===== src/design/vcs_pkg.sv =====
/*
  Package for the video capture sync counters: register map, field positions,
  reset values, capture mode codes and embedded timing code constants.
  Assumes a single 100 MHz system clock domain; the pixel clock is sampled.
*/
`default_nettype none

package vcs_pkg;

  // ------------------------------------------------------------------
  // Register word indices (plain register port, 4-bit address)
  // ------------------------------------------------------------------
  localparam logic [3:0] CTRL_ADDR = 4'h0;     // channel_control_reg
  localparam logic [3:0] WIN_ADDR = 4'h1;      // window start/stop lines
  localparam logic [3:0] STAT_ADDR = 4'h2;     // done flags, write 1 to clear
  localparam logic [3:0] COUNT_ADDR = 4'h3;    // live counters, read only

  // ------------------------------------------------------------------
  // Control field positions
  // ------------------------------------------------------------------
  localparam int CF1_BIT = 0;   // first_field_capture_bit
  localparam int CF2_BIT = 1;   // second_field_capture_bit
  localparam int WHOLE_BIT = 2; // whole_picture_bit
  localparam int REP_BIT = 3;   // repeat_capture_bit
  localparam int EXT_BIT = 4;   // external_sync_select
  localparam int LRST_BIT = 5;  // line_reset_point_select
  localparam int SRST_BIT = 6;  // sample_reset_point_select
  localparam int BT_BIT = 7;    // 1 = BT.656 (two edges per sample), 0 = Y/C
  localparam int HPIN_BIT = 8;  // horiz_control_pin used as horizontal control
  localparam int VPIN_BIT = 9;  // vert_control_pin used as vertical control
  localparam int CHB_BIT = 10;  // a second channel is in use
  localparam int CTRL_W = 11;
  localparam logic [CTRL_W-1:0] CTRL_RESET = 11'h040; // sample reset at SAV

  // Status bit positions
  localparam int F2DONE_BIT = 0;
  localparam int PICDONE_BIT = 1;
  localparam int CDONE_BIT = 2;
  localparam int FIELD_BIT = 3;
  localparam int INWIN_BIT = 4;

  localparam int CNT_W = 12;
  localparam logic [CNT_W-1:0] START_RESET = 12'h001;
  localparam logic [CNT_W-1:0] STOP_RESET = 12'h0F0;

  // Capture modes {repeat, whole, field2, field1}
  localparam logic [3:0] MODE_CONT_F2 = 4'h a;
  localparam logic [3:0] MODE_CONT_FRAME = 4'h c;
  localparam logic [3:0] MODE_CONT_PROG = 4'h d;

  // Embedded timing code: FF 00 00 XY, XY bits F=6 V=5 H=4
  localparam logic [7:0] CODE_FF = 8'hff;
  localparam logic [7:0] CODE_00 = 8'h00;
  localparam int F_BIT = 6;
  localparam int V_BIT = 5;
  localparam int H_BIT = 4;

endpackage : vcs_pkg

`default_nettype wire


===== src/design/vcs_sync_counters.sv =====
/*
  Video capture sync counters: sample and line counters with selectable reset
  points (embedded codes or external pins) and continuous capture completion.
  Assumes pixel clock, pixel data and control pins come from the decoder,
  asynchronous to clk; all of them are sampled by clk (pixel clock <= clk/4).
*/
`default_nettype none

module vcs_sync_counters (
  // System
  input wire logic clk,
  input wire logic sys_rst,
  input wire logic clkEn,
  // Register port
  input wire logic [3:0] regAddr,
  input wire logic [31:0] regWdata,
  input wire logic regWr,
  input wire logic regRd,
  output logic [31:0] regRdata,
  // Decoder pins
  input wire logic pixelClockIn,
  input wire logic [7:0] pixelData,
  input wire logic horizControlPin,
  input wire logic vertControlPin,
  input wire logic captureGate,
  // Status outputs
  output logic captureDone,
  output logic inWindow
);

  // ------------------------------------------------------------------
  // Registers
  // ------------------------------------------------------------------
  logic [vcs_pkg::CTRL_W-1:0] ctrl_r;          // channel_control_reg
  logic [vcs_pkg::CNT_W-1:0] winStart_r;       // window_start_line
  logic [vcs_pkg::CNT_W-1:0] winStop_r;        // window stop line
  logic doneMask_r;                            // gates captureDone output
  logic f2Done_r;                              // second_field_done_flag
  logic picDone_r;                             // picture_done_flag
  logic capDone_r;                             // capture_done_status
  logic [vcs_pkg::CNT_W-1:0] lineCnt_r;        // line_counter
  logic [vcs_pkg::CNT_W-1:0] sampleCnt_r;      // sample_counter
  logic field2_r;                              // current field is field 2

  // Decoded control
  logic [3:0] capMode;
  logic extSel;
  logic pinVert;
  assign capMode = ctrl_r[vcs_pkg::REP_BIT:vcs_pkg::CF1_BIT];
  assign extSel = ctrl_r[vcs_pkg::EXT_BIT];
  // Pin vertical sync only allowed with a single channel
  assign pinVert = extSel && !ctrl_r[vcs_pkg::CHB_BIT];

  // ------------------------------------------------------------------
  // Pin synchronisers: three stages, change counts when 2nd and 3rd agree
  // ------------------------------------------------------------------
  logic [11:0] pinAsync;
  logic [11:0] pinS1_r;
  logic [11:0] pinS2_r;
  logic [11:0] pinS3_r;
  logic [11:0] pinStable_r;
  logic [11:0] pinPrev_r;
  assign pinAsync = {captureGate, vertControlPin, horizControlPin, pixelClockIn, pixelData};

  // Synchroniser chain; first stage feeds only the second
  always_ff @(posedge clk or posedge sys_rst) begin
    if (sys_rst) begin
      pinS1_r <= 12'h000;
      pinS2_r <= 12'h000;
      pinS3_r <= 12'h000;
    end else if (clkEn) begin
      pinS1_r <= pinAsync;
      pinS2_r <= pinS1_r;
      pinS3_r <= pinS2_r;
    end
  end

  // Filtered value moves only where the last two stages agree
  always_ff @(posedge clk or posedge sys_rst) begin
    if (sys_rst) begin
      pinStable_r <= 12'h000;
      pinPrev_r <= 12'h000;
    end else if (clkEn) begin
      pinStable_r <= (pinS2_r & pinS3_r) | (pinStable_r & (pinS2_r ^ pinS3_r));
      pinPrev_r <= pinStable_r;
    end
  end

  // Pixel clock edge and pin edges (active edge = rising)
  logic pixEdge;
  logic hActEdge;
  logic hInactEdge;
  logic vActEdge;
  logic vInactEdge;
  logic gateOn;
  logic [7:0] pixByte;
  assign pixEdge = pinStable_r[8] && !pinPrev_r[8];
  assign hActEdge = pinStable_r[9] && !pinPrev_r[9];
  assign hInactEdge = !pinStable_r[9] && pinPrev_r[9];
  assign vActEdge = pinStable_r[10] && !pinPrev_r[10];
  assign vInactEdge = !pinStable_r[10] && pinPrev_r[10];
  assign pixByte = pinStable_r[7:0];
  // No external gate exists when the horizontal pin is a control input
  assign gateOn = ctrl_r[vcs_pkg::HPIN_BIT] || pinStable_r[11];

  // ------------------------------------------------------------------
  // Embedded timing code detector (FF 00 00 XY on pixel edges)
  // ------------------------------------------------------------------
  logic [23:0] codeHist_r;
  logic codeSeen;
  logic isEav;
  logic isSav;
  assign codeSeen = pixEdge && (codeHist_r == {vcs_pkg::CODE_FF, vcs_pkg::CODE_00,
                                               vcs_pkg::CODE_00});
  assign isEav = codeSeen && pixByte[vcs_pkg::H_BIT];
  assign isSav = codeSeen && !pixByte[vcs_pkg::H_BIT];

  // Keep the last three bytes seen on pixel edges
  always_ff @(posedge clk or posedge sys_rst) begin
    if (sys_rst) begin
      codeHist_r <= 24'h00_0000;
    end else if (clkEn && pixEdge) begin
      codeHist_r <= {codeHist_r[15:0], pixByte};
    end
  end

  // ------------------------------------------------------------------
  // Sample counter
  // ------------------------------------------------------------------
  logic sampleRst;
  logic phase_r;    // BT.656 carries one sample per two edges
  // Reset event picked by external select and sample reset select
  always_comb begin
    unique case ({extSel, ctrl_r[vcs_pkg::SRST_BIT]})
      2'b00: sampleRst = isEav;
      2'b01: sampleRst = isSav;
      2'b10: sampleRst = hActEdge;
      2'b11: sampleRst = hInactEdge;
    endcase
  end

  // Advances only on pixel edges with the gate active
  always_ff @(posedge clk or posedge sys_rst) begin
    if (sys_rst) begin
      sampleCnt_r <= '0;
      phase_r <= 1'b0;
    end else if (clkEn) begin
      if (sampleRst) begin
        sampleCnt_r <= '0;
        phase_r <= 1'b0;
      end else if (pixEdge && gateOn) begin
        phase_r <= ~phase_r;
        if (!ctrl_r[vcs_pkg::BT_BIT] || phase_r) begin
          sampleCnt_r <= sampleCnt_r + 1'b1;
        end
      end
    end
  end

  // ------------------------------------------------------------------
  // Line counter
  // ------------------------------------------------------------------
  logic lastV_r;      // V bit of previous EAV
  logic vArmed_r;     // pin edge seen, waiting for sample reset
  logic lineRst;
  logic lineInc;
  logic fieldEnd;     // line reset marks a new field

  // Embedded: reset on V transition at EAV; pin: first sample reset after edge
  always_comb begin
    lineRst = 1'b0;
    lineInc = 1'b0;
    if (!extSel) begin
      lineInc = isEav;
      if (!ctrl_r[vcs_pkg::LRST_BIT]) begin
        lineRst = isEav && pixByte[vcs_pkg::V_BIT] && !lastV_r;
      end else begin
        lineRst = isEav && !pixByte[vcs_pkg::V_BIT] && lastV_r;
      end
    end else if (pinVert) begin
      lineInc = sampleRst;
      lineRst = sampleRst && vArmed_r;
    end
  end
  assign fieldEnd = lineRst;

  // Remember the previous V bit and arm on the selected vertical edge
  always_ff @(posedge clk or posedge sys_rst) begin
    if (sys_rst) begin
      lastV_r <= 1'b0;
      vArmed_r <= 1'b0;
    end else if (clkEn) begin
      if (isEav) begin
        lastV_r <= pixByte[vcs_pkg::V_BIT];
      end
      if (lineRst) begin
        vArmed_r <= 1'b0;
      end else if (ctrl_r[vcs_pkg::VPIN_BIT] &&
                   (ctrl_r[vcs_pkg::LRST_BIT] ? vInactEdge : vActEdge)) begin
        vArmed_r <= 1'b1;
      end
    end
  end

  // Count lines; line reset loads 1 so the first line is numbered one
  always_ff @(posedge clk or posedge sys_rst) begin
    if (sys_rst) begin
      lineCnt_r <= '0;
    end else if (clkEn) begin
      if (lineRst) begin
        lineCnt_r <= vcs_pkg::START_RESET;
      end else if (lineInc) begin
        lineCnt_r <= lineCnt_r + 1'b1;
      end
    end
  end

  // Field tracking from F bit in embedded mode, alternation in pin mode
  always_ff @(posedge clk or posedge sys_rst) begin
    if (sys_rst) begin
      field2_r <= 1'b0;
    end else if (clkEn && fieldEnd) begin
      field2_r <= extSel ? ~field2_r : pixByte[vcs_pkg::F_BIT];
    end
  end

  // ------------------------------------------------------------------
  // Window compare and capture completion
  // ------------------------------------------------------------------
  logic winNow;
  logic wantF1;
  logic wantF2;
  // Window compare on the current line number, start line one allowed
  assign winNow = (lineCnt_r >= winStart_r) && (lineCnt_r <= winStop_r);

  // Which fields the mode captures
  always_comb begin
    wantF1 = 1'b0;
    wantF2 = 1'b0;
    unique case (capMode)
      vcs_pkg::MODE_CONT_F2: wantF2 = 1'b1;
      vcs_pkg::MODE_CONT_FRAME: begin
        wantF1 = 1'b1;
        wantF2 = 1'b1;
      end
      vcs_pkg::MODE_CONT_PROG: wantF1 = 1'b1;
      default: ;                 // Other codes are outside this block
    endcase
  end

  // Field completion sets flags; set wins over software clear
  logic f1Fin;
  logic f2Fin;
  logic clrWr;
  assign f1Fin = fieldEnd && !field2_r && wantF1;
  assign f2Fin = fieldEnd && field2_r && wantF2;
  assign clrWr = regWr && (regAddr == vcs_pkg::STAT_ADDR);

  always_ff @(posedge clk or posedge sys_rst) begin
    if (sys_rst) begin
      f2Done_r <= 1'b0;
      picDone_r <= 1'b0;
      capDone_r <= 1'b0;
    end else if (clkEn) begin
      if (f2Fin && capMode == vcs_pkg::MODE_CONT_F2) begin
        f2Done_r <= 1'b1;
      end else if (clrWr && regWdata[vcs_pkg::F2DONE_BIT]) begin
        f2Done_r <= 1'b0;
      end
      if ((f2Fin && capMode == vcs_pkg::MODE_CONT_FRAME) ||
          (f1Fin && capMode == vcs_pkg::MODE_CONT_PROG)) begin
        picDone_r <= 1'b1;
      end else if (clrWr && regWdata[vcs_pkg::PICDONE_BIT]) begin
        picDone_r <= 1'b0;
      end
      // Frame mode completes only after field 2, progressive after field 1
      if ((f2Fin && capMode != vcs_pkg::MODE_CONT_PROG) ||
          (f1Fin && capMode == vcs_pkg::MODE_CONT_PROG)) begin
        capDone_r <= 1'b1;
      end else if (clrWr && regWdata[vcs_pkg::CDONE_BIT]) begin
        capDone_r <= 1'b0;
      end
    end
  end

  // Outputs: mask gates only the indication, capture keeps running
  always_ff @(posedge clk or posedge sys_rst) begin
    if (sys_rst) begin
      captureDone <= 1'b0;
      inWindow <= 1'b0;
    end else if (clkEn) begin
      captureDone <= capDone_r && !doneMask_r;
      inWindow <= winNow && ((field2_r && wantF2) || (!field2_r && wantF1));
    end
  end

  // ------------------------------------------------------------------
  // Register writes
  // ------------------------------------------------------------------
  always_ff @(posedge clk or posedge sys_rst) begin
    if (sys_rst) begin
      ctrl_r <= vcs_pkg::CTRL_RESET;
      winStart_r <= vcs_pkg::START_RESET;
      winStop_r <= vcs_pkg::STOP_RESET;
      doneMask_r <= 1'b0;
    end else if (clkEn && regWr) begin
      if (regAddr == vcs_pkg::CTRL_ADDR) begin
        ctrl_r <= regWdata[vcs_pkg::CTRL_W-1:0];
        doneMask_r <= regWdata[31];
      end else if (regAddr == vcs_pkg::WIN_ADDR) begin
        winStart_r <= regWdata[vcs_pkg::CNT_W-1:0];
        winStop_r <= regWdata[16 +: vcs_pkg::CNT_W];
      end
    end
  end

  // Register reads, data one cycle after the strobe; unmapped reads zero
  always_ff @(posedge clk or posedge sys_rst) begin
    if (sys_rst) begin
      regRdata <= 32'h0000_0000;
    end else if (clkEn) begin
      regRdata <= 32'h0000_0000;
      if (regRd) begin
        unique case (regAddr)
          vcs_pkg::CTRL_ADDR: regRdata <= {doneMask_r, 20'h0_0000, ctrl_r};
          vcs_pkg::WIN_ADDR: regRdata <= {4'h0, winStop_r, 4'h0, winStart_r};
          vcs_pkg::STAT_ADDR: regRdata <= {27'h000_0000, winNow, field2_r,
                                           capDone_r, picDone_r, f2Done_r};
          vcs_pkg::COUNT_ADDR: regRdata <= {4'h0, lineCnt_r, 4'h0, sampleCnt_r};
          default: regRdata <= 32'h0000_0000;
        endcase
      end
    end
  end

endmodule // vcs_sync_counters

`default_nettype wire


===== config.mk =====
export PLATFORM = sky130hd
export DESIGN_NAME = vcs_sync_counters
export DESIGN_NICKNAME = d
export VERILOG_FILES = /design/src/design/vcs_pkg.sv /design/src/design/vcs_sync_counters.sv
export SDC_FILE = /design/constraint.sdc
export NUM_CORES = 1
export LEC_CHECK = 0
export BUFFER_PORTS_ARGS = -buffer_cell sky130_fd_sc_hd__buf_2
export CORE_MARGIN = 4
export CORE_UTILIZATION = 53
export DETAILED_ROUTE_END_ITERATION = 12
export GPL_ROUTABILITY_DRIVEN = 0
export PLACE_DENSITY = 0.76
export SYNTH_ARGS = -nofsm -noshare
export SYNTH_HDL_FRONTEND = slang
export SYNTH_SLANG_ARGS = --single-unit

===== constraint.sdc =====
create_clock -name clk -period 5.4 [get_ports clk]
set_clock_uncertainty 0.15 [all_clocks]
set_input_delay 1.08 -clock clk [delete_from_list [all_inputs] [get_ports clk]]
set_output_delay 1.08 -clock clk [all_outputs]
set_load 0.02 [all_outputs]

==> results.json <==
{
  "status": "completed",
  "drive_above_1_share": 0.276,
  "root_buffer": "clkbuf_16",
  "clk_latency_ps": 430,
  "r2r_setup_slack_ps": 2480,
  "cts_resized": 0,
  "port_buffers": 72,
  "clkTransAtPathRegs_ps": 70,
  "r2r_cells": 5,
  "place_inst": 953,
  "clk_path_buf_depth": 2,
  "cts_setup_buffers": 0,
  "hold_buffers": 0,
  "htree_levels": 4,
  "ir_drop_uv": 269,
  "fin_setup_tns_ps": 0,
  "maxCapViolCount": 0,
  "antenna_found_initial": 0,
  "stdcell_area_um2": 9310,
  "arrival_ps": 3320,
  "ys_async_sr_fraction": 1.00,
  "timing_worst_setup_path_type": "in2reg",
  "layout-area-overhead-vs-synth_pct": 13.2,
  "grt_pass1_vias": 6028,
  "wirelength_um": 18900,
  "end_kind": "register",
  "avgSynthCellArea_um2": 11.4,
  "num_vias": 6064,
  "path_buf_inv": 1,
  "fillCellCount": 1193,
  "crit_chain": "buf_2, nand3b_2, or3_4, a21oi_1, nor3_1, a2111oi_2",
  "cts_made_buffers": 17,
  "cellLeakagePower_nw": 4.30,
  "slowest_stage": "or3_4",
  "viasPerCell": 6.16,
  "die_w_um": 133,
  "grt_first_pass_wirelength_um": 30900,
  "initial_core_util": 0.541,
  "die_y_um": 133,
  "rsz0062_at_grt": "no",
  "cp.required_ps": 5570,
  "final_cells": 985,
  "timing.critical_path.from": "clkEn",
  "drc": 0,
  "power_mw": 3.85,
  "drv_slew": 0,
  "grt_max_degree": 170,
  "wl_per_cell_um": 19.2,
  "first_pass_iters": 5,
  "ys_types": 72,
  "cp_max_fo": 27,
  "min_delay_path_depth": 1,
  "rows": 45,
  "ys.flop_type": "dfrtp_1",
  "grt_use_total": 0.218,
  "fin_crit_sh": 0.584,
  "start_kind": "input pin",
  "synth_warnings": 0,
  "cts.sinks": 169,
  "max_stage_delay_ps": 640,
  "tritoncts": "built",
  "nNetsFinal": 875,
  "core_area_um2": 15200,
  "endpoint": "sampleCnt_r[9]$_DFFE_PP0P_",
  "power_density_nw_per_um2": 414,
  "synth_area_um2": 8220,
  "yosysSeqAreaShare": 0.515,
  "antenna_left": 0,
  "dr.first_iter.drc_count": 535,
  "synth-edff-count": 0,
  "worstMarginPinSlew_ps": 1340,
  "r2r_start": "pinPrev_r[8]$_DFFE_PP0P_",
  "ios": 87,
  "maxSlewHeadroom": 0.100,
  "hpwl_um": 12800,
  "synthCells": 722,
  "setup_violations": 0,
  "hold_viol_final": 0,
  "grt-ovfl-total": 0,
  "antenna_cells": 0,
  "dieArea_um2": 17600,
  "cp.depth": 6,
  "fin_crit_ps": 3150,
  "ys_ff_latch": 169,
  "clock.fmax_ghz": 0.317,
  "crit_family": "simple AND/OR/NAND/NOR gates",
  "hp-class": "reg2reg",
  "timing.hold.ws_ps": 324,
  "dpl_cell_area_um2": 8750,
  "r2r-end": "sampleCnt_r[9]$_DFFE_PP0P_"
}
[logic make-up after synthesis]
group,Yosys count,synth area share
other,1,0.000456
adder cells (fa/ha/maj),38,0.0578
multiplexers,78,0.107
AO/OA/AOI/OAI,176,0.157
flip-flops,169,0.515
XOR/XNOR,2,0.00213
buffers and inverters,79,0.0408
AND/OR/NAND/NOR,179,0.119
[state kept, by name, summed over array words and instances (netlist names), 11 cells and up]
register / count
pinStable_r: 12
codeHist_r: 24
winStop_r: 12
regRdata: 25
ctrl_r: 11
lineCnt_r: 12
pinS3_r: 12
winStart_r: 12
pinS2_r: 12
pinS1_r: 12
sampleCnt_r: 12
[Yosys cell counts (all sizes together) (7+ instances only)]
| cell | n | area, um2 |
|---|---|---|
| nor4 | 14 | 109 |
| a31oi | 8 | 50.1 |
| nor2 | 21 | 86.3 |
| a22oi | 13 | 97.6 |
| mux2 | 78 | 878 |
| a21o | 7 | 52.6 |
| a21oi | 14 | 81.3 |
| ha | 38 | 475 |
| nor2b | 7 | 43.8 |
| o31ai | 10 | 75.1 |
| nand4 | 8 | 50.1 |
| buf | 20 | 114 |
| clkbuf | 23 | 86.3 |
| o2bb2ai | 24 | 210 |
| nand3 | 9 | 45.0 |
| inv | 35 | 131 |
| nor3 | 12 | 60.1 |
| o21ai | 53 | 265 |
| dfrtp | 163 | 4080 |
| nand2 | 69 | 259 |
| a222oi | 7 | 70.1 |
[cell usage in the layout, fill, tap and decap left out, types with 3 or more instances in the layout]
cell type | synthesis | routed
dfrtp_1 | 163 | 163
mux2_2 | 78 | 78
buf_2 | 4 | 72
nand2_1 | 69 | 69
o21ai_0 | 53 | 53
ha_1 | 38 | 38
inv_1 | 35 | 34
o2bb2ai_1 | 24 | 24
nor2_1 | 20 | 20
clkbuf_16 | 0 | 17
a21oi_1 | 13 | 13
a22oi_1 | 13 | 13
nor3_1 | 12 | 12
nor4_1 | 12 | 11
o31ai_1 | 10 | 10
nand3_1 | 9 | 9
a31oi_1 | 8 | 8
nand4_1 | 8 | 8
nor2b_1 | 7 | 7
a21o_1 | 7 | 7
a222oi_1 | 7 | 7
conb_1 | 1 | 7
buf_4 | 7 | 7
o22ai_1 | 6 | 6
a221oi_1 | 6 | 6
inv_6 | 0 | 6
dfstp_2 | 6 | 6
and3_1 | 5 | 5
nand2b_1 | 5 | 5
and4_1 | 4 | 4
a211oi_1 | 4 | 4
a22o_1 | 4 | 4
inv_8 | 0 | 4
and2_1 | 3 | 3
a32o_1 | 3 | 3
[stage by stage]
step / worst slack (ps) / utilization
2_1_floorplan: 2020 / -
3_3_place_gp: 1900 / 0.575
3_5_place_dp: 1850 / 0.575
4_1_cts: 2310 / 0.612
5_1_grt: 2160 / 0.612
6_report: 2250 / 0.612
[area by class of cell]
type                       instances  area [um2]  area share
inverter                          36         139      0.0149
clock inverter                    15         133      0.0143
timing repair buffer              80         433      0.0465
clock buffer                      17         425      0.0457
sequential                       169        4240       0.455
multi-input combinational        480        3700       0.398
tap                              188         235      0.0253
[where the power goes]
part           switching [mW]  internal, mW  leakage, nW
Combinational           0.454         0.402         1.90
Sequential              0.284          1.55         2.12
Clock                   0.555         0.609        0.277
[metal layers]
layer	GRT usage	up-vias	wire length, um
met5	0	-	0
met4	0.0964	0	497
met3	0.0487	38	1330
met2	0.345	279	8990
met1	0.291	2968	8060
li1	-	2779	-
[worst min-delay path by stage]
stage | startpoint | to | slack (ps)
2_1_floorplan | doneMask_r$_DFFE_PP0P_ | captureDone$_DFFE_PP0P_ | 280
3_5_place_dp | regRdata[20]$_DFFE_PP0P_ | regRdata[20]$_DFFE_PP0P_ | 320
5_1_grt | regRdata[20]$_DFFE_PP0P_ | regRdata[20]$_DFFE_PP0P_ | 350
3_3_place_gp | doneMask_r$_DFFE_PP0P_ | captureDone$_DFFE_PP0P_ | 300
6_report | doneMask_r$_DFFE_PP0P_ | captureDone$_DFFE_PP0P_ | 320
4_1_cts | doneMask_r$_DFFE_PP0P_ | captureDone$_DFFE_PP0P_ | 330
(Power assumes the default switching activity.)
